File: src/totalizer_pkg.sv
// Constants shared by the event totalizer and digital I/O block.
// Assumes a 32-bit APB slave with word-aligned registers.
package totalizer_pkg;
    // ********************************************************
    // Register byte offsets
    // ********************************************************
    localparam logic [7:0] CTRL_OFS = 8'h00;
    localparam logic [7:0] COUNT_OFS = 8'h04;
    localparam logic [7:0] COUNT_CLR_OFS = 8'h08;
    localparam logic [7:0] DIR_OFS = 8'h0C;
    localparam logic [7:0] PORT0_OFS = 8'h10;
    localparam logic [7:0] PORT1_OFS = 8'h14;
    localparam logic [7:0] WORD_OFS = 8'h18;
    localparam logic [7:0] DAC0_OFS = 8'h1C;
    localparam logic [7:0] DAC1_OFS = 8'h20;
    localparam logic [7:0] SCAN_LIST_OFS = 8'h24;
    localparam logic [7:0] SCAN_CTRL_OFS = 8'h28;
    localparam logic [7:0] SCAN_DIO_OFS = 8'h2C;
    localparam logic [7:0] SCAN_COUNT_OFS = 8'h30;
    // ********************************************************
    // Field positions and reset values
    // ********************************************************
    localparam int CTRL_EDGE_BIT = 0;
    localparam int CTRL_CLR_MODE_BIT = 1;
    localparam int SCAN_BUSY_BIT = 0;
    localparam int SCAN_REJECT_BIT = 1;
    localparam int LIST_END_LSB = 16;
    localparam logic [1:0] CTRL_RESET = 2'h0;
    localparam logic [1:0] DIR_RESET = 2'h0;
    localparam logic [15:0] DAC_RESET = 16'h0000;
    // ********************************************************
    // Counter and channel numbering
    // ********************************************************
    localparam int COUNT_W = 26;
    localparam logic [25:0] COUNT_MAX = 26'h3FFFFFF;
    localparam int PORT_W = 8;
    localparam int SCAN_CH = 3;
    localparam logic [15:0] DEFAULT_SLOT = 16'h0064;
    localparam logic [1:0] CH_IDX_PORT0 = 2'h0;
    localparam logic [1:0] CH_IDX_PORT1 = 2'h1;
    localparam logic [1:0] CH_IDX_COUNT = 2'h2;
    // ********************************************************
    // Timing
    // ********************************************************
    localparam int CLK_HZ = 25000000;
    localparam int MAX_EVENT_HZ = 100000;
    localparam int CYCLES_PER_EVENT = CLK_HZ / MAX_EVENT_HZ;
    typedef enum logic [0:0] {scan_idle, scan_run} scan_state_e;
endpackage

File: src/event_totalizer_digital_io.sv
// Top of the event totalizer, digital I/O and DAC code block with APB registers.
// Assumes a single 25 MHz pclk, an APB master and pads outside that resolve the ports.
//
// Added by the designer: register access over APB and the placing of the registers.
`timescale 1ns/1ns
module event_totalizer_digital_io
#(
    parameter logic [15:0] SLOT_BASE = totalizer_pkg::DEFAULT_SLOT
)
(
    input wire logic pclk,
    input wire logic presetn,
    input wire logic psel,
    input wire logic penable,
    input wire logic pwrite,
    input wire logic [7:0] paddr,
    input wire logic [31:0] pwdata,
    output logic [31:0] prdata,
    output logic pready,
    output logic pslverr,
    input wire logic evt_pin,
    input wire logic [totalizer_pkg::PORT_W-1:0] port0_i,
    output logic [totalizer_pkg::PORT_W-1:0] port0_o,
    output logic [totalizer_pkg::PORT_W-1:0] port0_oe,
    input wire logic [totalizer_pkg::PORT_W-1:0] port1_i,
    output logic [totalizer_pkg::PORT_W-1:0] port1_o,
    output logic [totalizer_pkg::PORT_W-1:0] port1_oe,
    output logic [15:0] dac0_code,
    output logic [15:0] dac1_code
);
    import totalizer_pkg::*;

    logic setup;
    logic wr;
    logic rd_setup;
    logic [1:0] ctrl_reg;
    logic [1:0] dir_reg;
    logic [15:0] dac0_reg;
    logic [15:0] dac1_reg;
    logic [SCAN_CH-1:0] mask_reg;
    logic [SCAN_CH-1:0] mask_next;
    logic reject_reg;
    logic [15:0] scan_dio_reg;
    logic [COUNT_W-1:0] scan_count_reg;
    scan_state_e state_reg;
    logic [1:0] idx_reg;
    logic [31:0] prdata_reg;
    logic err_reg;
    logic [31:0] rd_mux;
    logic rd_ok;
    logic [COUNT_W-1:0] count;
    logic bus_clear;
    logic scan_clear;
    logic [PORT_W-1:0] live0;
    logic [PORT_W-1:0] live1;
    logic [15:0] list_start;
    logic [15:0] list_end;
    logic list_ok;
    logic busy;

    // ********************************************************
    // APB decode
    // ********************************************************
    // Read data and clearing side effects are taken in the setup cycle so that the
    // access phase can complete at once with prdata already in a flip-flop.
    assign setup = psel & ~penable;
    assign rd_setup = setup & ~pwrite;
    assign wr = psel & penable & pwrite;
    assign pready = psel & penable;
    assign pslverr = psel & penable & err_reg;
    assign prdata = prdata_reg;
    assign busy = (state_reg == scan_run);

    always_comb
    begin
        rd_mux = '0;
        rd_ok = 1'b1;
        case (paddr)
            CTRL_OFS: rd_mux = {30'h0, ctrl_reg};
            COUNT_OFS: rd_mux = {6'h0, count};
            COUNT_CLR_OFS: rd_mux = {6'h0, count};
            DIR_OFS: rd_mux = {30'h0, dir_reg};
            PORT0_OFS: rd_mux = {24'h0, live0};
            PORT1_OFS: rd_mux = {24'h0, live1};
            WORD_OFS: rd_mux = {16'h0, live1, live0};
            DAC0_OFS: rd_mux = {16'h0, dac0_reg};
            DAC1_OFS: rd_mux = {16'h0, dac1_reg};
            SCAN_LIST_OFS: rd_mux = {29'h0, mask_reg};
            SCAN_CTRL_OFS: rd_mux = {30'h0, reject_reg, busy};
            SCAN_DIO_OFS: rd_mux = {16'h0, scan_dio_reg};
            SCAN_COUNT_OFS: rd_mux = {6'h0, scan_count_reg};
            default: rd_ok = 1'b0;
        endcase
    end

    always_ff @(posedge pclk or negedge presetn)
    begin
        if (!presetn)
        begin
            prdata_reg <= '0;
            err_reg <= 1'b0;
        end
        else if (setup)
        begin
            prdata_reg <= pwrite ? 32'h0 : rd_mux;
            err_reg <= ~rd_ok;
        end
    end

    // A clearing read resets the counter in the same edge that captures it.
    assign bus_clear = rd_setup && paddr == COUNT_CLR_OFS;

    // ********************************************************
    // Configuration and outputs written by software
    // ********************************************************
    always_ff @(posedge pclk or negedge presetn)
    begin
        if (!presetn)
            ctrl_reg <= CTRL_RESET;
        else if (wr && paddr == CTRL_OFS)
            ctrl_reg <= pwdata[1:0];
    end

    always_ff @(posedge pclk or negedge presetn)
    begin
        if (!presetn)
            dir_reg <= DIR_RESET;
        else if (wr && paddr == SCAN_LIST_OFS && list_ok && !busy)
            dir_reg <= dir_reg & ~mask_next[1:0];
        else if (wr && paddr == DIR_OFS)
            dir_reg <= pwdata[1:0];
    end

    // DAC codes change only on direct bus writes, never from the scan. 
    always_ff @(posedge pclk or negedge presetn)
    begin
        if (!presetn)
        begin
            dac0_reg <= DAC_RESET;
            dac1_reg <= DAC_RESET;
        end
        else if (wr && paddr == DAC0_OFS)
            dac0_reg <= pwdata[15:0];
        else if (wr && paddr == DAC1_OFS)
            dac1_reg <= pwdata[15:0];
    end

    assign dac0_code = dac0_reg;
    assign dac1_code = dac1_reg;

    // ********************************************************
    // Digital ports and counter
    // ********************************************************
    dio_port #(.WIDTH(PORT_W)) u_port0
    (
        .pclk(pclk),
        .presetn(presetn),
        .wr_en(wr && (paddr == PORT0_OFS || paddr == WORD_OFS)),
        .wr_data(pwdata[7:0]),
        .drive(dir_reg[0]),
        .pin_i(port0_i),
        .pin_o(port0_o),
        .pin_oe(port0_oe),
        .live(live0)
    );

    dio_port #(.WIDTH(PORT_W)) u_port1
    (
        .pclk(pclk),
        .presetn(presetn),
        .wr_en(wr && (paddr == PORT1_OFS || paddr == WORD_OFS)),
        .wr_data(paddr == WORD_OFS ? pwdata[15:8] : pwdata[7:0]),
        .drive(dir_reg[1]),
        .pin_i(port1_i),
        .pin_o(port1_o),
        .pin_oe(port1_oe),
        .live(live1)
    );

    event_counter #(.WIDTH(COUNT_W)) u_counter
    (
        .pclk(pclk),
        .presetn(presetn),
        .evt_pin(evt_pin),
        .edge_falling(ctrl_reg[CTRL_EDGE_BIT]),
        .clear(bus_clear | scan_clear),
        .count(count)
    );

    // ********************************************************
    // Scan list
    // ********************************************************
    // Channel numbers are plain binary slot plus index, e.g. 101 to 103 for slot 100.
    // Only channels 1 to 3 can be read by a scan; DAC channels never enter the mask.
    assign list_start = pwdata[15:0];
    assign list_end = pwdata[31:LIST_END_LSB];
    assign list_ok = list_start > SLOT_BASE && list_start <= SLOT_BASE + 16'(SCAN_CH)
        && list_end > SLOT_BASE && list_end <= SLOT_BASE + 16'(SCAN_CH)
        && list_start <= list_end;

    for (genvar i = 0; i < SCAN_CH; i++)
    begin : g_mask
        assign mask_next[i] = (SLOT_BASE + 16'(i + 1) >= list_start)
            && (SLOT_BASE + 16'(i + 1) <= list_end);
    end

    // A list may not change under a running scan.
    always_ff @(posedge pclk or negedge presetn)
    begin
        if (!presetn)
        begin
            mask_reg <= '0;
            reject_reg <= 1'b0;
        end
        else if (wr && paddr == SCAN_LIST_OFS && !busy)
        begin
            reject_reg <= ~list_ok;
            if (list_ok)
                mask_reg <= mask_next;
        end
    end

    // ********************************************************
    // Scan sequencer
    // ********************************************************
    always_ff @(posedge pclk or negedge presetn)
    begin
        if (!presetn)
        begin
            state_reg <= scan_idle;
            idx_reg <= CH_IDX_PORT0;
        end
        else
        begin
            case (state_reg)
                scan_idle:
                    if (wr && paddr == SCAN_CTRL_OFS && pwdata[SCAN_BUSY_BIT])
                    begin
                        state_reg <= scan_run;
                        idx_reg <= CH_IDX_PORT0;
                    end
                scan_run:
                    if (idx_reg == CH_IDX_COUNT)
                        state_reg <= scan_idle;
                    else
                        idx_reg <= idx_reg + 2'h1;
                default:
                    state_reg <= scan_idle;
            endcase
        end
    end

    // Scan steps read, and the count step can clear the counter; no port latch or DAC code is touched here.
    always_ff @(posedge pclk or negedge presetn)
    begin
        if (!presetn)
        begin
            scan_dio_reg <= '0;
            scan_count_reg <= '0;
        end
        else if (busy && mask_reg[idx_reg])
        begin
            if (idx_reg == CH_IDX_PORT0)
                scan_dio_reg[7:0] <= live0;
            if (idx_reg == CH_IDX_PORT1)
                scan_dio_reg[15:8] <= live1;
            if (idx_reg == CH_IDX_COUNT)
                scan_count_reg <= count;
        end
    end

    assign scan_clear = busy && idx_reg == CH_IDX_COUNT && mask_reg[CH_IDX_COUNT]
        && ctrl_reg[CTRL_CLR_MODE_BIT];

    // ********************************************************
    // Checks
    // ********************************************************
    plain_read_keeps_a: assert property (@(posedge pclk) disable iff (!presetn)
        (rd_setup && paddr == COUNT_OFS && !scan_clear) |-> !u_counter.clear)
        else $error("Plain count read cleared the counter.");
    clear_read_a: assert property (@(posedge pclk) disable iff (!presetn)
        (rd_setup && paddr == COUNT_CLR_OFS)
        |=> prdata[25:0] == $past(count) && count < COUNT_W'(2))
        else $error("Clearing read did not return the count.");
    scan_clear_mode_a: assert property (@(posedge pclk) disable iff (!presetn)
        (busy && idx_reg == CH_IDX_COUNT && mask_reg[2] && !bus_clear)
        |-> u_counter.clear == ctrl_reg[CTRL_CLR_MODE_BIT])
        else $error("Scan clear ignored the mode.");
    word_write_a: assert property (@(posedge pclk) disable iff (!presetn)
        (wr && paddr == WORD_OFS) |=> {port1_o, port0_o} == $past(pwdata[15:0]))
        else $error("Word write did not drive both ports.");
    scan_no_write_a: assert property (@(posedge pclk) disable iff (!presetn)
        (busy && !wr) |=> $stable(dac0_code) && $stable(dac1_code) && $stable(port0_o) && $stable(port1_o))
        else $error("Scan changed an output.");
    reject_keeps_a: assert property (@(posedge pclk) disable iff (!presetn)
        (wr && paddr == SCAN_LIST_OFS && !busy && !list_ok) |=> reject_reg && $stable(mask_reg))
        else $error("Bad endpoint not rejected.");
    force_input_a: assert property (@(posedge pclk) disable iff (!presetn)
        (wr && paddr == SCAN_LIST_OFS && !busy && list_ok && mask_next[0] && !mask_next[1])
        |=> !dir_reg[0] && dir_reg[1] == $past(dir_reg[1]))
        else $error("Scanned port not forced to input.");
    live_word_a: assert property (@(posedge pclk) disable iff (!presetn)
        (rd_setup && paddr == WORD_OFS) |=> prdata[15:0] == {$past(live1), $past(live0)})
        else $error("Word read not live.");
    sweep_len_a: assert property (@(posedge pclk) disable iff (!presetn)
        $rose(busy) |-> busy [*3] ##1 !busy)
        else $error("Sweep not three steps.");
    scan_cnt_c: cover property (@(posedge pclk) disable iff (!presetn) scan_clear);
    clr_edge_c: cover property (@(posedge pclk) disable iff (!presetn) bus_clear && u_counter.hit);
    reject_c: cover property (@(posedge pclk) disable iff (!presetn) $rose(reject_reg));
endmodule

File: src/event_counter.sv
// Edge counter with input synchroniser and lossless clear.
// Assumes evt_pin is asynchronous to pclk and edges are spaced by at least 2 clocks.
`timescale 1ns/1ns
module event_counter
#(
    parameter int WIDTH = totalizer_pkg::COUNT_W
)
(
    input wire logic pclk,
    input wire logic presetn,
    input wire logic evt_pin,
    input wire logic edge_falling,
    input wire logic clear,
    output logic [WIDTH-1:0] count
);
    import totalizer_pkg::*;

    logic sync1_reg;
    logic sync2_reg;
    logic last_reg;
    logic hit;
    logic [WIDTH-1:0] count_reg;

    // ********************************************************
    // Synchroniser and edge detect
    // ********************************************************
    always_ff @(posedge pclk or negedge presetn)
    begin
        if (!presetn)
        begin
            sync1_reg <= 1'b0;
            sync2_reg <= 1'b0;
            last_reg <= 1'b0;
        end
        else
        begin
            sync1_reg <= evt_pin;
            sync2_reg <= sync1_reg;
            last_reg <= sync2_reg;
        end
    end

    // Only the second and third stages are compared, so each edge gives one hit.
    assign hit = edge_falling ? (last_reg & ~sync2_reg) : (~last_reg & sync2_reg);

    // ********************************************************
    // Count
    // ********************************************************
    always_ff @(posedge pclk or negedge presetn)
    begin
        if (!presetn)
            count_reg <= '0;
        else if (clear)
            count_reg <= hit ? WIDTH'(1) : '0;
        else if (hit)
            count_reg <= count_reg + WIDTH'(1);
    end

    assign count = count_reg;

    wrap_zero_a: assert property (@(posedge pclk) disable iff (!presetn)
        (hit && !clear && count_reg == COUNT_MAX) |=> count_reg == '0)
        else $error("Counter did not wrap to zero.");
    clear_keeps_edge_a: assert property (@(posedge pclk) disable iff (!presetn)
        (clear && hit) |=> count_reg == WIDTH'(1))
        else $error("Edge lost during clear.");
    edge_once_a: assert property (@(posedge pclk) disable iff (!presetn)
        (hit && !clear) |=> !hit && count_reg == $past(count_reg) + WIDTH'(1))
        else $error("Edge counted other than once.");
    select_edge_a: assert property (@(posedge pclk) disable iff (!presetn)
        ($rose(sync2_reg) && !edge_falling && !clear && count_reg != COUNT_MAX)
        |=> count_reg == $past(count_reg) + WIDTH'(1))
        else $error("Rising edge not counted.");
endmodule

File: src/dio_port.sv
// One bidirectional digital port: output latch, direction, synchronised pins.
// Assumes pins are asynchronous; the pad combines pin_o and pin_oe.
`timescale 1ns/1ns
module dio_port
#(
    parameter int WIDTH = totalizer_pkg::PORT_W
)
(
    input wire logic pclk,
    input wire logic presetn,
    input wire logic wr_en,
    input wire logic [WIDTH-1:0] wr_data,
    input wire logic drive,
    input wire logic [WIDTH-1:0] pin_i,
    output logic [WIDTH-1:0] pin_o,
    output logic [WIDTH-1:0] pin_oe,
    output logic [WIDTH-1:0] live
);
    import totalizer_pkg::*;

    logic [WIDTH-1:0] out_reg;
    logic [WIDTH-1:0] sync1_reg;
    logic [WIDTH-1:0] sync2_reg;

    always_ff @(posedge pclk or negedge presetn)
    begin
        if (!presetn)
            out_reg <= '0;
        else if (wr_en)
            out_reg <= wr_data;
    end

    always_ff @(posedge pclk or negedge presetn)
    begin
        if (!presetn)
        begin
            sync1_reg <= '0;
            sync2_reg <= '0;
        end
        else
        begin
            sync1_reg <= pin_i;
            sync2_reg <= sync1_reg;
        end
    end

    assign pin_o = out_reg;
    assign pin_oe = {WIDTH{drive}};
    assign live = sync2_reg;
endmodule

File: config.mk
export PLATFORM = sky130hd
export DESIGN_NAME = event_totalizer_digital_io
export DESIGN_NICKNAME = d
export VERILOG_FILES = /design/src/totalizer_pkg.sv /design/src/event_totalizer_digital_io.sv /design/src/event_counter.sv /design/src/dio_port.sv
export SDC_FILE = /design/constraint.sdc
export NUM_CORES = 1
export LEC_CHECK = 0
export CAP_MARGIN = 20
export CELL_PAD_IN_SITES_DETAIL_PLACEMENT = 1
export CELL_PAD_IN_SITES_GLOBAL_PLACEMENT = 1
export CORE_MARGIN = 4
export CORE_UTILIZATION = 56
export CTS_BUF_LIST = sky130_fd_sc_hd__clkbuf_8
export DETAILED_ROUTE_END_ITERATION = 8
export DONT_BUFFER_PORTS = 1
export GPL_ROUTABILITY_DRIVEN = 0
export PLACE_DENSITY = 0.95
export SETUP_SLACK_MARGIN = 0.3
export SLEW_MARGIN = 20
export SYNTH_ARGS = -nofsm -noshare
export SYNTH_HDL_FRONTEND = slang
export SYNTH_SLANG_ARGS = --single-unit
File: constraint.sdc
create_clock -name pclk -period 2.75 [get_ports pclk]
set_input_delay 0 -clock pclk [delete_from_list [all_inputs] [get_ports pclk]]
set_output_delay 0 -clock pclk [all_outputs]
set_load 0.02 [all_outputs]
==> results of run 1 <==
-- stage by stage --
stage	std cells	instance area, sq um
3_5_place_dp	922	8857
2_1_floorplan	747	8798
3_3_place_gp	922	8857
6_report	1002	9744
4_1_cts	1000	9727
5_1_grt	1001	9742
-- critical path, delay by kind of cell --
family	cells	cell delay, ns
AOI/OAI and AO/OA	3	1.10
adders and majority gates	1	0.23
buffers and inverters	2	0.86
muxes	1	0.33
and+or+nand+nor	2	0.29
-- cell usage in the layout, fill, tap and decap left out, types with 3 or more instances in the layout --
| cell | count |
|---|---|
| sky130_fd_sc_hd__a22oi_1 | 25 |
| sky130_fd_sc_hd__nand3_1 | 15 |
| sky130_fd_sc_hd__nand4_1 | 11 |
| sky130_fd_sc_hd__mux2_2 | 88 |
| sky130_fd_sc_hd__a21oi_1 | 37 |
| sky130_fd_sc_hd__or3_1 | 4 |
| sky130_fd_sc_hd__buf_4 | 18 |
| sky130_fd_sc_hd__a222oi_1 | 17 |
| sky130_fd_sc_hd__a211oi_1 | 3 |
| sky130_fd_sc_hd__a32o_1 | 3 |
| sky130_fd_sc_hd__xor2_1 | 15 |
| sky130_fd_sc_hd__inv_1 | 22 |
| sky130_fd_sc_hd__dlygate4sd3_1 | 47 |
| sky130_fd_sc_hd__a31oi_1 | 3 |
| sky130_fd_sc_hd__and4_1 | 8 |
| sky130_fd_sc_hd__nor4_1 | 3 |
| sky130_fd_sc_hd__o21ai_0 | 22 |
| sky130_fd_sc_hd__a22o_1 | 5 |
| sky130_fd_sc_hd__and2_1 | 3 |
| sky130_fd_sc_hd__nand2_1 | 47 |
| sky130_fd_sc_hd__ha_1 | 20 |
| sky130_fd_sc_hd__dfrtp_1 | 187 |
| sky130_fd_sc_hd__nor4_2 | 3 |
| sky130_fd_sc_hd__and3_1 | 7 |
| sky130_fd_sc_hd__a21o_1 | 16 |
| sky130_fd_sc_hd__nor2_1 | 45 |
| sky130_fd_sc_hd__conb_1 | 6 |
| sky130_fd_sc_hd__nor3_1 | 5 |
| sky130_fd_sc_hd__clkbuf_8 | 19 |
| sky130_fd_sc_hd__o21ai_1 | 11 |
| sky130_fd_sc_hd__xnor2_1 | 7 |
| sky130_fd_sc_hd__clkinvlp_4 | 3 |
| sky130_fd_sc_hd__mux2i_1 | 13 |
-- final cells by class --
| type | count | share of cell area |
|---|---|---|
| Antenna cell | 2 | 0.0005136 |
| Tap cell | 211 | 0.02709 |
| Sequential cell | 189 | 0.4856 |
| Clock buffer | 19 | 0.02684 |
| Timing Repair Buffer | 65 | 0.06215 |
| Multi-Input combinational cell | 483 | 0.3756 |
| Inverter | 21 | 0.008089 |
| Clock inverter | 12 | 0.01412 |
-- cells by family after synthesis --
kind of cell    share of synthesized area
compound gates                     0.1287
simple gates                       0.1046
flops                              0.5387
mux                                0.1277
buf+inv                           0.04945
xor+xnor                          0.02195
fa+ha+maj                         0.02850
other cells                     0.0004271
-- metal layers --
| layer | up-vias | routed length [microns] | track usage |
|---|---|---|---|
| met4 | 2 | 2638 | 0.2503 |
| met1 | 3528 | 10950 | 0.4265 |
| met2 | 635 | 15450 | 0.6030 |
| li1 | 2765 | - | - |
| met3 | 249 | 3556 | 0.1348 |
| met5 | - | 13 | 0 |
-- repair_timing --
item,in CTS,in global routing
buffers inserted,0,0
gates resized for setup,0,3
endpoints found under the hold margin,285,189
endpoints found under the setup margin,0,5
-- worst paths after layout --
check | from | to | cells past startpoint
min in group pclk | paddr[1] | prdata[2]$_DFFE_PN0P_ | 3
hold reg to reg | u_port0.sync1_reg[6]$_DFF_PN0_ | u_port0.live[6]$_DFF_PN0_ | 0
setup reg to reg | ctrl_reg[0]$_DFFE_PN0P_ | u_counter.count[24]$_DFFE_PN0P_ | 6
max in group asynchronous | presetn | prdata[8]$_DFFE_PN0P_ | 0
hold / removal | presetn | ctrl_reg[0]$_DFFE_PN0P_ | 0
setup / recovery | pwdata[0] | mask_reg[0]$_DFFE_PN0P_ | 9
-- power breakdown --
group | internal [uW] | total, uW | switching (uW)
Sequential | 2860 | 2990 | 127
Clock | 861 | 1910 | 1050
Combinational | 162 | 426 | 263
Total | 3880 | 5320 | 1440
==> results.txt, run 1 <==
* Number of clock sinks seen by CTS: ~190
- Filler cell count in the final layout: ~1500
- Stage delay of the slowest cell on the critical path: roughly 0.71 ns
- sky130_fd_sc_hd__dfrtp_1 takes more of the synthesized area than any other cell.
* Sequential cell area: ~4700 sq um
* Number of standard cells after synthesis: 742
* WL per Instance: 32.55 microns
- Critical-path cell list: dlygate4sd3_1 > inv_1 > ha_1 > nor2b_1 > o211ai_1 > a2111oi_1 > nor3_1 > o2111a_1 > mux2_2
- In the post-synthesis netlist, the biggest area contributors are sky130_fd_sc_hd__dfrtp_1 54%, sky130_fd_sc_hd__mux2_2 11%, sky130_fd_sc_hd__ha_1 2.9%.
- Setup violations remaining at the end of the flow were counted as 0.
- Starting density of the core: 0.5754
* Register-to-register setup slack: approximately 0.57 ns
- In this run, synthesis inferred 0 flip-flops with an integrated enable.
- The H-tree generated during clock tree synthesis spans 4 levels.
* Fraction of final layout cells with drive strength greater than 1: 0.1990
- The final layout contains 859 nets.
* Maximum net fanout on the critical path: 6
- Counting distinct cell types in the post-synthesis netlist gives 67.
- Max-slew headroom: 0.4374
- Counting flops and latches in the post-synthesis netlist gives around 190.
* Minimum setup slack after placement: between 0.5 and 0.6 ns
- In this run the standard cell core region covers 15260 sq um.
- Unrepaired setup endpoints after global routing: no
* Number of ports placed on the die boundary: 160
- Slew at the pin with the worst max-slew slack: around 0.83 ns
* Worst Setup Slack, final: 0.3051 ns
* Count leader, synth: sky130_fd_sc_hd__dfrtp_1
- The initial antenna violation count was 3.
- Most common flop cell mapped by yosys: sky130_fd_sc_hd__dfrtp_1
* Result of the run: finished, violations left
- At the worst endpoint, the required time is ~3.1 ns.
* Area Growth Syn to Fin: 10.99%
- Entering global routing, the biggest net connects 190 pins.
- Mean instance size in the synthesized netlist: 11.83 sq um
- For this run, the detailed router's first-pass iteration total came to 9.
* DIE AREA: 17740 sq um
* Synthesized area: between 8000 and 9000 sq um
* Cts hold-fix bufs: 47
- Input and output buffers added on the ports amount to 0.
- Async SR Flop Fraction: 1.000
- In this run the vertical extent of the chip is 133.2 microns.
* Starting DRC count in detailed routing: about 1100
* DRC Markers: 2
- Remaining global-route overflow: 0
- STA puts the critical path data arrival time at 2.81 ns.
* Class of the tightest hold or removal check: primary input to asynchronous set/reset pin
- Core Rows: 45
- Clock-pin slew was measured on the worst setup and hold paths at roughly 0.10 ns.
* Area occupied by multi-input gates: roughly 3700 sq um
- Post-detailed-route via-to-cell ratio: approximately 7.2
- Post-detailed-routing wire length: approximately 33000 microns
- The count of pins over their slew limit came to 0.
* Part of the Yosys area used for sequential elements: 0.5387
* Worst clock skew on the final layout: ~0.016 ns
- Post-layout power: roughly 5300 uW
- Final cycle utilization of the critical path: 0.8891
- TritonCTS built the clock tree.
* Overall routing resource usage: 0.3769
* Fmax: between 400 and 500 MHz
- Buffers inserted during clock tree synthesis total 17.
- For this run, the share of the core covered by cells in the final layout is 0.6386.
- Worst hold slack: -0.7862 ns
* Top cell types by occurrence after synthesis: 189 x sky130_fd_sc_hd__dfrtp_1, 88 x sky130_fd_sc_hd__mux2_2, 47 x sky130_fd_sc_hd__nand2_1
* Global-route wire length before repair: ~50000 microns
- Total Neg Setup Slack: 0 ns
- The Yosys step of the flow raised 0 warnings.
* Failing checks: design-rule violations, negative hold slack
- The via count of the first global-routing pass came to roughly 8000.
* Ratio of total power to cell area: approximately 550 nW/um^2
- Startpoint type of the worst setup path: primary input
* Clock network latency to the later pin of the worst-skew pair: 0.48 ns
* Remaining antenna violation count after routing: 0
- The worst setup path is of the primary input to register kind.
* Slowest stage cell, crit path: sky130_fd_sc_hd__dlygate4sd3_1
- Count of max-cap constraint violations: 0
- Clock buffer depth: 2
- VDD IR-drop max: 400.4 uV
* CTS root buffer: sky130_fd_sc_hd__clkbuf_8
- Period minus WS final: roughly 2.4 ns
* DR vias: 7179
- The final count of hold timing violations was about 190.
- Post-synth top area share: 0.5387
- For this design the static power due to leakage is roughly 0.0046 uW.
* Half-perimeter wire length after detailed placement: 20270 microns
* Die Span X: 133.2 microns
* Setup crit end kind: register
No activity file was read; power rests on OpenSTA's default activity.
==> inputs of run 2 (changes only) <==
--- a/config.mk
+++ b/config.mk
@@ -19,4 +19,5 @@
 export SLEW_MARGIN = 20
 export SYNTH_ARGS = -nofsm -noshare
 export SYNTH_HDL_FRONTEND = slang
+export SYNTH_HIERARCHICAL = 1
 export SYNTH_SLANG_ARGS = --single-unit
==> results.txt, run 2 <==
- Result of the run: finished, violations left
* Failing checks: negative hold slack
- IR analysis of the VDD net gives a maximum drop of 408.6 uV.
* Synthesized area: ~9100 sq um
- Dividing the detail-routed via count by the number of cells gives ~7.0.
* Starting DRC count in detailed routing: a little under 800
* # setup viols final: 0
* Maximum net fanout on the critical path: 6
* Slowest stage cell, crit path: sky130_fd_sc_hd__dlygate4sd3_1
- The share of the Yosys chip area taken by registers is 0.5182.
* Worst clock skew on the final layout: between 0.04 and 0.05 ns
- Static timing analysis puts the maximum clock frequency at between 400 and 500 MHz.
* Post-detailed-routing wire length: about 33000 microns
- Measured along the y axis, the die boundary spans around 140 microns.
- The tightest hold path in the finished design has a slack of -0.8134 ns.
- Worst-case reg-to-reg path depth: 4
- During I/O placement, the number of pins put on the boundary was 160.
* Register-to-register setup slack: around 0.48 ns
* Period minus WS final: about 2.5 ns
- Capturing element of the worst setup path: mask_reg[1]$_DFFE_PN0P_
- In this run the core area contains 46 standard-cell rows.
* Most common flop cell mapped by yosys: sky130_fd_sc_hd__dfrtp_1
- For this run, the slowest stage of the critical path takes between 0.6 and 0.7 ns.
- In the final layout, the share of cells above drive strength 1 is 0.1894.
* Number of clock sinks seen by CTS: 189
* Number of different library cells in the post-synthesis netlist: between 60 and 70
- Class of the tightest hold or removal check: primary input to asynchronous set/reset pin
* WL per Instance: between 30 and 40 microns
* Ratio of total power to cell area: between 500 and 600 nW/um^2
- Global-route wire length before repair: roughly 50000 microns
- Startpoint type of the worst setup path: primary input
- Number of flops mapped to enable cells by yosys: 0
- The worst setup path is of the primary input to register kind.
* Highest-count cells in the layout ignoring fill and taps: 187 x sky130_fd_sc_hd__dfrtp_1, 80 x sky130_fd_sc_hd__mux2_2, 79 x sky130_fd_sc_hd__nand2_1
- The net count of the finished layout is just over 900.
- Hold violation total from the final report: approximately 190
- Yosys warns: 6
* Final core occ: 0.6361
- Max-slew headroom: 0.4898
- Buffers inserted to repair hold after CTS numbered 55.
* Cell types occupying the most area after synthesis: sky130_fd_sc_hd__dfrtp_1 52%, sky130_fd_sc_hd__mux2_2 9.9%, sky130_fd_sc_hd__nand2_1 3.2%
- For the pin with the worst max-slew slack, the measured transition is between 0.7 and 0.8 ns.
* Critical-path cell list: dlygate4sd3_1 > nand2_1 > dlygate4sd3_1 > nor4_2 > nand2_1 > a2111oi_4 > buf_4 > mux2_2
* Cts bufs inserted: 17
- In this run, synthesis produced a sequential element count of 189.
- CP Depth: 8
- Final cycle utilization of the critical path: 0.9061
- The core region is 15940 sq um.
- The endpoint identified for the worst register-to-register timing path is u_counter/count[21]$_DFFE_PN0P_.
- Yosys instantiated no cell more often than sky130_fd_sc_hd__dfrtp_1.
- DIE AREA: 18400 sq um
- Once detail routing completed, the nets flagged for antenna violations numbered 0.
- The first TritonRoute pass finished after 7 iterations.
* Top cell types by occurrence after synthesis: 189 x sky130_fd_sc_hd__dfrtp_1, 80 x sky130_fd_sc_hd__mux2_2, 79 x sky130_fd_sc_hd__nand2_1
- Overall routing resource usage: 0.3688
* Area Growth Syn to Fin: 11.12%
- The count of pins over their slew limit was 0.
* Post-synth top area share: 0.5182
- CP bufs+invs: 3
- Clock buffer depth: 2
* Number of global-route vias before repair: slightly below 8000
* DRC Markers: 0
* Half-perimeter wire length after detailed placement: roughly 20000 microns
* Number of buffers inserted by port buffering: 0
- The startpoint identified for the worst register-to-register timing path is ctrl_reg[0]$_DFFE_PN0P_.
- Summed over all failing endpoints, the final setup total negative slack is 0 ns.
* Pin count of the biggest net entering global routing: 190
* Die Span X: 135.7 microns
* CTS tree: done
- For the worst setup path, the data arrival time is about 2.9 ns.
- Setup crit end kind: register
- Data required time at the worst endpoint: between 3 and 4 ns
* Remaining global-route overflow: 0
* Start point of the critical path: pwdata[21]
- The later pin in the worst-skew pair is clocked with a latency of ~0.53 ns.
- Htree depth: 4
- Leaving out fill and tap cells, the most frequent cell in the layout is sky130_fd_sc_hd__dfrtp_1.
- CTS root buffer: sky130_fd_sc_hd__clkbuf_8
- Summed over all instances, the cell type with the most area after synthesis is sky130_fd_sc_hd__dfrtp_1.
- Setup repair after global routing left no endpoint under its margin.
- Across the run, the number of max-cap violations was 0.
* DR vias: approximately 7400
- The initial antenna violation count came to 2.
* Mean instance size in the synthesized netlist: 11.39 sq um
- Starting density of the core: 0.5724
- Counting every instance in the synthesized netlist gives 801.
* Largest delay share family, worst path: buffers and inverters
- Clock transition at the registers of the reported paths: about 0.14 ns
- Async SR Flop Fraction: 1.000
- Reported leakage power: around 0.0046 uW
==> run 2: cell count changes after synthesis, sizes merged, moves of 10 or more <==
| cell | before | now |
|---|---|---|
| nand2 | 47 | 79 |
| a222oi | 17 | 0 |
| a21o | 16 | 2 |
| o21ai | 35 | 47 |
| xor2 | 15 | 4 |
| a221oi | 2 | 12 |
| o31ai | 0 | 10 |
==> run 2: routing by layer <==
layer	up-vias	track usage	wire, microns
met5	-	0	7
met4	2	0.2340	2356
met3	180	0.1137	3341
met2	527	0.5949	15920
met1	3756	0.4284	11600
li1	2972	-	-
==> run 2: cell type report <==
type	count	area, sq um
clock inverters	13	131.4
well taps	216	270.3
diodes	1	2.502
flip-flops and latches	189	4732
fillers	1637	5802
repair buffers	70	663.1
inverters	28	105.1
multi-input cells	531	3975
clock buffers	19	261.5
==> run 2: how the worst min path moves through the flow <==
stage,startpoint,endpoint,slack [ns],cells after the start
after floorplan,presetn,busy$_DFF_PN0_,-0.30,0
after CTS,presetn,mask_reg[1]$_DFFE_PN0P_,-0.84,0
after global placement,presetn,u_port0/live[2]$_DFF_PN0_,-0.29,0
after global routing,presetn,dir_reg[0]$_DFFE_PN0P_,-0.85,0
after detailed placement,presetn,prdata[25]$_DFFE_PN0P_,-0.29,0
final,presetn,mask_reg[1]$_DFFE_PN0P_,-0.81,0
==> run 2: metrics by stage <==
step | setup WS, ns | instances | total power (uW) | instance area, sq um | hold WS [ns]
floorplan | 0.7523 | 806 | 3227 | 9145 | -0.2956
global placement | 0.6103 | 978 | 3275 | 9181 | -0.2856
detailed placement | 0.5326 | 978 | 3311 | 9181 | -0.2863
CTS | 0.4775 | 1065 | 5231 | 10120 | -0.8369
global route | 0.2705 | 1067 | 5472 | 10140 | -0.8505
finish | 0.2582 | 1067 | 5331 | 10140 | -0.8134
==> run 2: repair_timing <==
| action | CTS | global route |
|---|---|---|
| hold endpoints to repair | 267 | 189 |
| setup endpoints to repair | 0 | 3 |
| buffers inserted | 0 | 1 |
| gates resized for setup | 0 | 1 |
==> run 2: where the power goes <==
| group | internal (uW) | total, uW | switching (uW) |
|---|---|---|---|
| Sequential | 2860 | 2990 | 138 |
| Combinational | 166 | 393 | 227 |
| Clock | 787 | 1940 | 1160 |
| Total | 3810 | 5330 | 1520 |
==> run 2: logic make-up (layout without fill, tap and decap cells) <==
group,Yosys count,count (layout),synth area share
xor gates and xnor gates,9,9,0.008637
DFF,189,189,0.5182
AOI/OAI and AO/OA,173,173,0.1304
adders and majority gates,20,20,0.02742
buffers and inverters,86,130,0.04963
and+or+nand+nor,216,216,0.1268
muxes,107,107,0.1385
other,1,7,0.0004109
==> run 2: worst reg2reg max path: stages, from the launching register on <==
cell	delay (ns)
sky130_fd_sc_hd__dfrtp_1	0.49
sky130_fd_sc_hd__or3b_4	0.45
sky130_fd_sc_hd__a21o_1	0.39
sky130_fd_sc_hd__or4_1	0.64
sky130_fd_sc_hd__a21oi_1	0.21
